<file path="src/common/smec_pkg.sv">
// Package with constants and carrier types for the standby mode entry control block
package smec_pkg;
  localparam logic [3:0] ADDR_CTRL = 4'h0;
  localparam logic [3:0] ADDR_IRQEN = 4'h4;
  localparam logic [3:0] ADDR_STATUS = 4'h8;
  localparam int BIT_STANDBY_SELECT_BIT = 0;
  localparam int BIT_CCR_I = 1;
  localparam logic [31:0] CTRL_RESET = 32'h00000000;
  localparam logic [2:0] IRQEN_RESET = 3'h0;
  localparam int INHIBIT_CYCLES = 1;
  localparam int SYNC_DEPTH = 3;
  typedef enum {SMEC_ACTIVE, SMEC_SLEEP, SMEC_SW_HW_STANDBY_PIN, SMEC_HW_HW_STANDBY_PIN, SMEC_RESET} smec_mode_t;
  typedef struct packed {
    logic read;
    logic write;
    logic [3:0] address;
    logic [31:0] writedata;
  } smec_bus_req_t;
  typedef struct packed {
    logic [2:0] resetPinSync;
    logic [2:0] standbyPinSync;
    logic [2:0] nmiSync;
    logic [2:0] irqZeroSync;
    logic [2:0] irqOneSync;
    logic [2:0] irqTwoSync;
    logic standbySelectBit;
    logic ccrMask;
    logic [2:0] irqEnable;
    logic nmiPending;
    logic nmiArmed;
    logic [1:0] inhibitCnt;
    logic [2:0] mode;
    logic [31:0] readdata;
    logic readValid;
    logic irqAccept;
    logic nmiAccept;
    logic abortInstr;
  } smec_state_t;
endpackage : smec_pkg

</file>
<file path="src/hw/smec_top.sv">
// Standby mode entry control: power-down sequencing with an Avalon-MM register slave
module smec_top (
  input wire logic clk_sys,
  input wire logic srst,
  input wire logic reset_pin_n,
  input wire logic hw_standby_pin_n,
  input wire logic nmi_n,
  input wire logic ext_irq_zero_n,
  input wire logic ext_irq_one_n,
  input wire logic ext_irq_two_n,
  input wire logic sleepExec,
  input wire logic instrDone,
  input wire logic [3:0] avs_address,
  input wire logic avs_read,
  input wire logic avs_write,
  input wire logic [31:0] avs_writedata,
  output logic [31:0] avs_readdata,
  output logic avs_waitrequest,
  output logic swStandby,
  output logic hwStandby,
  output logic inReset,
  output logic abortInstr,
  output logic irqAccept,
  output logic nmiAccept
);
  smec_pkg::smec_state_t st_r;
  smec_pkg::smec_state_t st_nxt;
  smec_pkg::smec_mode_t modeCur;
  logic resetLow;
  logic standbyLow;
  logic nmiLow;
  logic irqZeroLow;
  logic irqOneLow;
  logic irqTwoLow;
  logic irqsQuiet;
  logic sleepOk;

  // Stable level once the second and third stages agree; otherwise keep last view
  function automatic logic syncLow(input logic [2:0] s, input logic prev);
    if (s[1] == s[2]) begin
      syncLow = ~s[2];
    end else begin
      syncLow = prev;
    end
  endfunction : syncLow

  logic resetLow_r;
  logic standbyLow_r;
  logic nmiLow_r;
  logic [2:0] irqLow_r;

  always_ff @(posedge clk_sys) begin
    if (srst) begin
      resetLow_r <= 1'b1;
      standbyLow_r <= 1'b0;
      nmiLow_r <= 1'b0;
      irqLow_r <= 3'h0;
    end else begin
      resetLow_r <= resetLow;
      standbyLow_r <= standbyLow;
      nmiLow_r <= nmiLow;
      irqLow_r <= {irqTwoLow, irqOneLow, irqZeroLow};
    end
  end

  always_comb begin
    resetLow = syncLow(st_r.resetPinSync, resetLow_r);
    standbyLow = syncLow(st_r.standbyPinSync, standbyLow_r);
    nmiLow = syncLow(st_r.nmiSync, nmiLow_r);
    irqZeroLow = syncLow(st_r.irqZeroSync, irqLow_r[0]);
    irqOneLow = syncLow(st_r.irqOneSync, irqLow_r[1]);
    irqTwoLow = syncLow(st_r.irqTwoSync, irqLow_r[2]);
    modeCur = smec_pkg::smec_mode_t'(st_r.mode);
  end

  always_comb begin
    st_nxt = st_r;
    st_nxt.resetPinSync = {st_r.resetPinSync[1:0], reset_pin_n};
    st_nxt.standbyPinSync = {st_r.standbyPinSync[1:0], hw_standby_pin_n};
    st_nxt.nmiSync = {st_r.nmiSync[1:0], nmi_n};
    st_nxt.irqZeroSync = {st_r.irqZeroSync[1:0], ext_irq_zero_n};
    st_nxt.irqOneSync = {st_r.irqOneSync[1:0], ext_irq_one_n};
    st_nxt.irqTwoSync = {st_r.irqTwoSync[1:0], ext_irq_two_n};
    st_nxt.readValid = 1'b0;
    st_nxt.irqAccept = 1'b0;
    st_nxt.nmiAccept = 1'b0;
    st_nxt.abortInstr = 1'b0;
    // Interrupts with enable off are ignored, not latched for later
    irqsQuiet = ~((st_r.irqEnable[0] & irqZeroLow) | (st_r.irqEnable[2] & irqTwoLow));
    sleepOk = ~resetLow & ~standbyLow & ~st_r.nmiPending;
    // Register access, one wait state for reads
    if (avs_write & ~resetLow & ~standbyLow) begin
      case (avs_address)
        smec_pkg::ADDR_CTRL: begin
          st_nxt.standbySelectBit = avs_writedata[smec_pkg::BIT_STANDBY_SELECT_BIT];
          st_nxt.ccrMask = avs_writedata[smec_pkg::BIT_CCR_I];
        end
        smec_pkg::ADDR_IRQEN: st_nxt.irqEnable = avs_writedata[2:0];
        default: ;
      endcase
    end
    if (avs_read & ~st_r.readValid) begin
      st_nxt.readValid = 1'b1;
      case (avs_address)
        smec_pkg::ADDR_CTRL: st_nxt.readdata = {30'h0, st_r.ccrMask, st_r.standbySelectBit};
        smec_pkg::ADDR_IRQEN: st_nxt.readdata = {29'h0, st_r.irqEnable};
        smec_pkg::ADDR_STATUS: st_nxt.readdata = {25'h0, st_r.nmiArmed, st_r.nmiPending,
                                                   st_r.inhibitCnt, st_r.mode};
        default: st_nxt.readdata = 32'h00000000;
      endcase
    end
    // NMI is only sampled outside reset
    if (~resetLow & nmiLow & ~nmiLow_r) begin
      st_nxt.nmiPending = 1'b1;
    end
    if (instrDone & ~resetLow) begin
      st_nxt.nmiArmed = 1'b1;
    end
    if (st_r.inhibitCnt != 2'h0) begin
      st_nxt.inhibitCnt = st_r.inhibitCnt - 2'h1;
    end
    case (modeCur)
      smec_pkg::SMEC_ACTIVE: begin
        if (st_r.inhibitCnt == 2'h0) begin
          if (st_r.nmiPending & st_r.nmiArmed) begin
            st_nxt.nmiAccept = 1'b1;
            // A fresh edge in the accept cycle wins, so a second NMI is not lost
            st_nxt.nmiPending = ~resetLow & nmiLow & ~nmiLow_r;
          end else if (~st_r.ccrMask & st_r.irqEnable[1] & irqOneLow) begin
            st_nxt.irqAccept = 1'b1;
          end
        end
        if (sleepExec & st_r.standbySelectBit & sleepOk) begin
          if (irqsQuiet | st_r.ccrMask) begin
            st_nxt.mode = 3'(smec_pkg::SMEC_SW_HW_STANDBY_PIN);
          end else begin
            st_nxt.mode = 3'(smec_pkg::SMEC_SLEEP);
          end
        end else if (sleepExec) begin
          st_nxt.mode = 3'(smec_pkg::SMEC_SLEEP);
        end
      end
      smec_pkg::SMEC_SLEEP, smec_pkg::SMEC_SW_HW_STANDBY_PIN: begin
        // Wake on NMI or an enabled, unmasked external interrupt
        if (st_r.nmiPending | (~st_r.ccrMask & |(st_r.irqEnable & irqLow_r))) begin
          st_nxt.mode = 3'(smec_pkg::SMEC_ACTIVE);
        end
      end
      smec_pkg::SMEC_HW_HW_STANDBY_PIN: begin
        if (~standbyLow) begin
          st_nxt.mode = 3'(smec_pkg::SMEC_RESET);
        end
      end
      smec_pkg::SMEC_RESET: begin
        if (~resetLow) begin
          st_nxt.mode = 3'(smec_pkg::SMEC_ACTIVE);
          st_nxt.inhibitCnt = 2'(smec_pkg::INHIBIT_CYCLES);
        end
      end
      default: st_nxt.mode = 3'(smec_pkg::SMEC_RESET);
    endcase
    // Reset pin low or hardware standby clears enables and NMI history so a held line is not taken at once
    if (resetLow | (modeCur == smec_pkg::SMEC_HW_HW_STANDBY_PIN)) begin
      st_nxt.irqEnable = smec_pkg::IRQEN_RESET;
      st_nxt.standbySelectBit = 1'b0;
      st_nxt.ccrMask = 1'b1;
      st_nxt.nmiPending = 1'b0;
      st_nxt.nmiArmed = 1'b0;
      if (modeCur != smec_pkg::SMEC_HW_HW_STANDBY_PIN) begin
        st_nxt.mode = 3'(smec_pkg::SMEC_RESET);
      end
    end
    // Standby pin wins over everything; no wait for the instruction in flight
    if (standbyLow) begin
      st_nxt.mode = 3'(smec_pkg::SMEC_HW_HW_STANDBY_PIN);
      st_nxt.abortInstr = (modeCur != smec_pkg::SMEC_HW_HW_STANDBY_PIN);
      st_nxt.irqAccept = 1'b0;
      st_nxt.nmiAccept = 1'b0;
    end
  end

  always_ff @(posedge clk_sys) begin
    if (srst) begin
      st_r <= '0;
      st_r.resetPinSync <= 3'h0;
      st_r.standbyPinSync <= 3'h7;
      st_r.nmiSync <= 3'h7;
      st_r.irqZeroSync <= 3'h7;
      st_r.irqOneSync <= 3'h7;
      st_r.irqTwoSync <= 3'h7;
      st_r.ccrMask <= 1'b1;
      st_r.irqEnable <= smec_pkg::IRQEN_RESET;
      st_r.mode <= 3'(smec_pkg::SMEC_RESET);
    end else begin
      st_r <= st_nxt;
    end
  end

  always_comb begin
    avs_readdata = st_r.readdata;
    avs_waitrequest = avs_read & ~st_r.readValid;
    swStandby = (modeCur == smec_pkg::SMEC_SW_HW_STANDBY_PIN);
    hwStandby = (modeCur == smec_pkg::SMEC_HW_HW_STANDBY_PIN);
    inReset = (modeCur == smec_pkg::SMEC_RESET);
    abortInstr = st_r.abortInstr;
    irqAccept = st_r.irqAccept;
    nmiAccept = st_r.nmiAccept;
  end
endmodule : smec_top

</file>
<file path="config.mk">
export PLATFORM = sky130hd
export DESIGN_NAME = smec_top
export DESIGN_NICKNAME = d
export VERILOG_FILES = /design/src/common/smec_pkg.sv /design/src/hw/smec_top.sv
export SDC_FILE = /design/constraint.sdc
export NUM_CORES = 1
export LEC_CHECK = 0
export ABC_AREA = 1
export ABC_CLOCK_PERIOD_IN_PS = 1500
export BUFFER_PORTS_ARGS = -buffer_cell sky130_fd_sc_hd__buf_2
export CAP_MARGIN = 20
export CORE_UTILIZATION = 47
export CTS_CLUSTER_SIZE = 20
export DETAILED_ROUTE_END_ITERATION = 12
export HOLD_SLACK_MARGIN = 0.08
export PLACE_DENSITY = 0.75
export SLEW_MARGIN = 20
export SYNTH_ARGS = -nofsm -noshare
export SYNTH_HDL_FRONTEND = slang
export SYNTH_SLANG_ARGS = --single-unit
</file>
<file path="constraint.sdc">
create_clock -name clk_sys -period 1.5 [get_ports clk_sys]
set_clock_uncertainty 0.2 [all_clocks]
set_input_delay 0.3 -clock clk_sys [delete_from_list [all_inputs] [get_ports clk_sys]]
set_output_delay 0.3 -clock clk_sys [all_outputs]
set_load 0.005 [all_outputs]
</file>
# [Yosys cells after proc, flatten, opt, wreduce, memory -nomap -nowiden]
# Cells that the tools add are included.
[totals] register_bits=47 inputBits=48 out_inout_bits=39 elab_cells=111
[classes] n_addsub=1 n_eq_ne=15 muxes=25 bitwise=36 reduce_logical=12
[op_table] op="$logic_not A32 Y1" n=1
[op_table] op="$pmux W7 S3" n=1
[op_table] op="$mux W3" n=6
[op_table] op="$and A1 B1 Y1" n=16
[op_table] op="$not A1 Y1" n=15
[op_table] op="$mux W1" n=13
[op_table] op="$eq A3 B3 Y1 const B" n=4
[op_table] op="$pmux W3 S3" n=1
[op_table] op="$eq A1 B1 Y1" n=6
[op_table] op="$mux W2" n=3
[op_table] op="$reduce_or A2 Y1" n=3
[op_table] op="$mux W5" n=1
[op_table] op="$reduce_or A5 Y1" n=1
[op_table] op="$eq A4 B3 Y1 const B" n=1
[op_table] op="$eq A4 B4 Y1 const B" n=1
[op_table] op="$logic_not A4 Y1" n=1
[op_table] op="$or A1 B1 Y1" n=4
[op_table] op="$reduce_and A2 Y1" n=2
[op_table] op="$reduce_or A4 Y1" n=1
[op_table] op="$and A3 B3 Y3" n=1
[op_table] op="$eq A3 B1 Y1 const B" n=1
[op_table] op="$eq A3 B2 Y1 const B" n=1
[op_table] op="$ne A3 B3 Y1 const B" n=1
[op_table] op="$reduce_or A3 Y1" n=1
[op_table] op="other kinds (3)" n=3

# [Longest topological paths before layout]
[depth] ltp_word=12 depth_mapped=10 depth_no_buf=10

# [Worst setup path before layout]
# No wires, ideal clock.
[synth_path] path_kind="register to register" from="reg st_r (netlist bit st_nxt[65])" to="reg st_r[43] in the netlist's numbering" setup_time_ns=0.116 arrival_ns=1.028 slack_ns=0.156 stages_incl_launch_ff=8 path_buffers=0 period_less_slack_ns=1.344 cell_sequence="dfxtp_1 nand2_1 a21oi_4 nand2_2 nor2_2 nand2_2 o21ai_0 nor2_1"
[synth_via] elab_chain_len=6 elab_cells_between_ends=8 classes_between="eq/ne: 1; mux: 1; bitwise: 4; reduce/logical: 2"
[synth_lines] element="start, declared" line_no="smec_top.sv:26" rtl="smec_pkg::smec_state_t st_r;"
[synth_lines] element="start signal, assigned" line_no="smec_top.sv:195" rtl="st_r <= st_nxt;"
[synth_lines] element="$eq A1 B1 Y1 (*)" line_no="smec_top.sv:40" rtl="if (s[1] == s[2]) begin"
[synth_lines] element="$mux W1 (*)" line_no="smec_top.sv:40"
[synth_lines] element="$not A1 Y1"
[synth_lines] element="$and A1 B1 Y1 (2 in series)" line_no="smec_top.sv:92" rtl="if (avs_write & ~resetLow & ~standbyLow) begin"
[synth_lines] element="$reduce_and A2 Y1 (no line)"
# Mark *: on every way between the ends. The rest lies on a longest branch, timed or not.
# A chain may end at the register's enable or synchronous reset.

# [Worst setup path in the final report]
[layout_path] from="reg st_r (netlist bit modeCur[0])" to="out swStandby"
[layout_via] elab_chain_len=1
[layout_lines] element="$eq A3 B3 Y1" line_no="smec_top.sv:202" rtl="swStandby = (modeCur == smec_pkg::SMEC_SW_HW_STANDBY_PIN);"
[layout_lines] element="end, declared" line_no="smec_top.sv:19" rtl="output logic swStandby,"
# No other way between the ends.

==> flow_metrics.env <==
export IMPL_outcome="finished, violations left"
export IMPL_violations="setup timing"
export IMPL_start_util_pct=49.34
export IMPL_fin_ws_ns=-0.02347
export IMPL_antenna_left=0
export IMPL_die_area_um2=4525
export IMPL_crit_family="flip-flops"
export IMPL_layout_commonest_cell="nand2_1"
export IMPL_vias=1634
export IMPL_synth_area_leaders="dfxtp_1 47%, buf_4 12%, nand2_1 12%, nor2_1 5.4%, a21oi_1 5.3%"
export IMPL_drv_cap=0
export IMPL_area_delta_synth_final_pct=23.94
export IMPL_endpoint_kind="output port"
export IMPL_grt_pass1_vias=1477
export IMPL_clock_path_buffers=2
export IMPL_pre_cts_ws_ns=-0.02549
export IMPL_netlist_area_leader_share_pct=47.00
export IMPL_final_cell_mix="56 x nand2_1, 40 x dfxtp_1, 32 x buf_2"
export IMPL_slowest_delay_ns=0.35
export IMPL_path_cells="buf_4 > nor2_4 > buf_2"
export IMPL_core_area_um2=4058
export IMPL_slew_viol_final=0
export IMPL_synth_top_cell_by_area="dfxtp_1"
export IMPL_synth_cell_types=23
export IMPL_p_int_mw=1.834
export IMPL_grt_max_degree=25
export IMPL_antenna_found_initial=0
export IMPL_max_freq_ghz=0.6564
export IMPL_worstPathRequired_ns=1.00
export IMPL_p_leak_nw=1.199
export IMPL_p_seq_share_pct=55.7
export IMPL_grtUsageTotal_pct=18.01
export IMPL_drc=0
export IMPL_hold_viol_final=0
export IMPL_switchingPower_mw=0.4715
export IMPL_rows=23
export IMPL_worstSetupPathType="reg -> out"
export IMPL_total_power_mw=2.305
export IMPL_globalRouteOverflowTotal=0
export IMPL_ys_warn_count=0
export IMPL_drtIter0Drc=56
export IMPL_clk_latency_ns=0.29
export IMPL_nets=367
export IMPL_drive_above_1_share_pct=30.41
export IMPL_setup_violations_final=1
export IMPL_avgSynthCellArea_um2=7.612
export IMPL_clkSlewWorstSetupHoldPaths_ns=0.08
export IMPL_cts_root_buf="clkbuf_8"
export IMPL_n_antenna_cell=0
export IMPL_die_w_um=67.27
export IMPL_arrival_ns=1.02
export IMPL_crit_buf_inv=2
export IMPL_fin_crit_sh_pct=101.6
export IMPL_min_period_ns=1.523
export IMPL_die_h_um=67.27
export IMPL_place_congestion=0.8652
export IMPL_htree_num_levels=2
export IMPL_cts_sinks=47
export IMPL_hp_class="in -> reg"
export IMPL_nFillCells=373
export IMPL_cts_tree="done"
export IMPL_comb_power_share_pct=6.6
export IMPL_p_sw_share_pct=20.46
export IMPL_syn_area_um2=2002
export IMPL_slowest_stage="dfxtp_2"
export IMPL_cts_buffers=5
export IMPL_pwr_share_clk_pct=37.7
export IMPL_drt_total_wl_um=3670
export IMPL_hpwlAfterDp_um=2585
export IMPL_rsz0062_at_grt="true"
export IMPL_avgViaCountPerCell=4.428
export IMPL_grt_pass1_wl_um=5934
export IMPL_place_port_buffers=32
export IMPL_path_max_fanout=3
export IMPL_p_per_area_nw_per_um2=929.1
export IMPL_start_kind="register"
export IMPL_pin_count=87
export IMPL_synth_seq_cells=47
export IMPL_ir_drop_mv=0.6677
export IMPL_dr_pass1_iters=4
export IMPL_yosysSeqAreaShare_pct=47.00
export IMPL_syn_inst=263
export IMPL_wl_per_cell_um=9.946
-- kinds of logic (layout without fill, tap and decap cells) --
family,Yosys count,after routing,share of synthesized area (%)
simple gates,120,120,26.06
compound gates,32,32,8.813
other cells,1,25,0.1873
buf+inv,63,95,17.94
flops,47,47,47.00
-- repair_timing --
action / in CTS / in global routing
endpoints found under the setup margin: 3 / 12
pin swaps: 3 / 8
hold buffers: 11 / 0
endpoints found under the hold margin: 11 / 0
resized for setup: 11 / 24
buffers inserted: 4 / 3
-- cell usage after synthesis (all sizes together) --
library cell  number
or2               12
nand3              8
nand3b             1
nand4              1
o21bai             1
nand2             64
buf               33
nor3               3
conb               1
inv               27
clkbuf             2
clkinv             1
a21oi             22
o21ai              8
dfxtp             47
nor2              31
o211ai             1
-- worst register-to-register path, delay by kind of cell, from the launching register on --
family	cells	cell delay [ns]
and+or+nand+nor	5	0.44
DFF	1	0.35
AOI/OAI and AO/OA	2	0.31
buffers and inverters	1	0.06
-- worst paths after layout --
| path | to | slack, ns | startpoint | cells after the start |
|---|---|---|---|---|
| worst max register to register | st_r[45]$_SDFFE_PP0P_ | 0.07 | st_nxt[65]$_SDFF_PP0_ | 8 |
| worst min-delay path | modeCur[0]$_SDFF_PP0_ | 0.12 | sleepExec | 3 |
| worst min register to register | st_nxt[65]$_SDFF_PP0_ | 0.20 | st_nxt[64]$_SDFF_PP0_ | 2 |
| worst max-delay path | swStandby | -0.02 | modeCur[0]$_SDFF_PP0_ | 3 |
-- per-stage QoR --
step                      area (um2)  TNS [ns]  util [%]  cells  hold WS [ns]
after CTS                       2401  -0.07717     59.17    366       0.08983
after global routing            2481   -0.2281     61.15    369        0.1277
after global placement          2137         0     52.67    344        0.1890
after floorplan                 2092         0         -    287        0.1883
final                           2481  -0.02347     61.15    369        0.1221
after detailed placement        2137  -0.02549     52.67    344        0.1981
-- layout make-up --
class                      instances  area (um2)  share of cell area [%]
tap                               50       62.56                   2.521
sequential                        47       954.7                   38.48
clock inverter                     1       30.03                   1.210
timing repair buffer              60       397.9                   16.04
clock buffer                       6       72.57                   2.925
inverter                          28       110.1                   4.438
multi-input combinational        177       853.3                   34.39
-- flip-flops by register name (all words and copies together), names as in the netlist --
register and count:
modeCur 3, standbyLow_r 1, nmiAccept 1, avs_readdata 7, resetLow_r 1, st_r 16
irqAccept 1, abortInstr 1, nmiLow_r 1, irqLow_r 3, st_nxt 12
-- power by group through the flow --
stage | sequential, mW | combinational (mW) | clock, mW
floorplan | 1.31 | 0.128 | 0
global placement | 1.31 | 0.124 | 0
detailed placement | 1.32 | 0.127 | 0
CTS | 1.28 | 0.150 | 0.896
global route | 1.29 | 0.175 | 0.940
finish | 1.28 | 0.153 | 0.868
-- layer usage --
layer | GRT usage [%] | vias to the layer above | share of wire, %
met5 | 0 | - | 0
met4 | 9.574 | 0 | 2.0
met3 | 5.912 | 7 | 5.7
met2 | 29.75 | 48 | 46
met1 | 20.50 | 712 | 46
li1 | - | 867 | -
(Power assumes the default switching activity.)
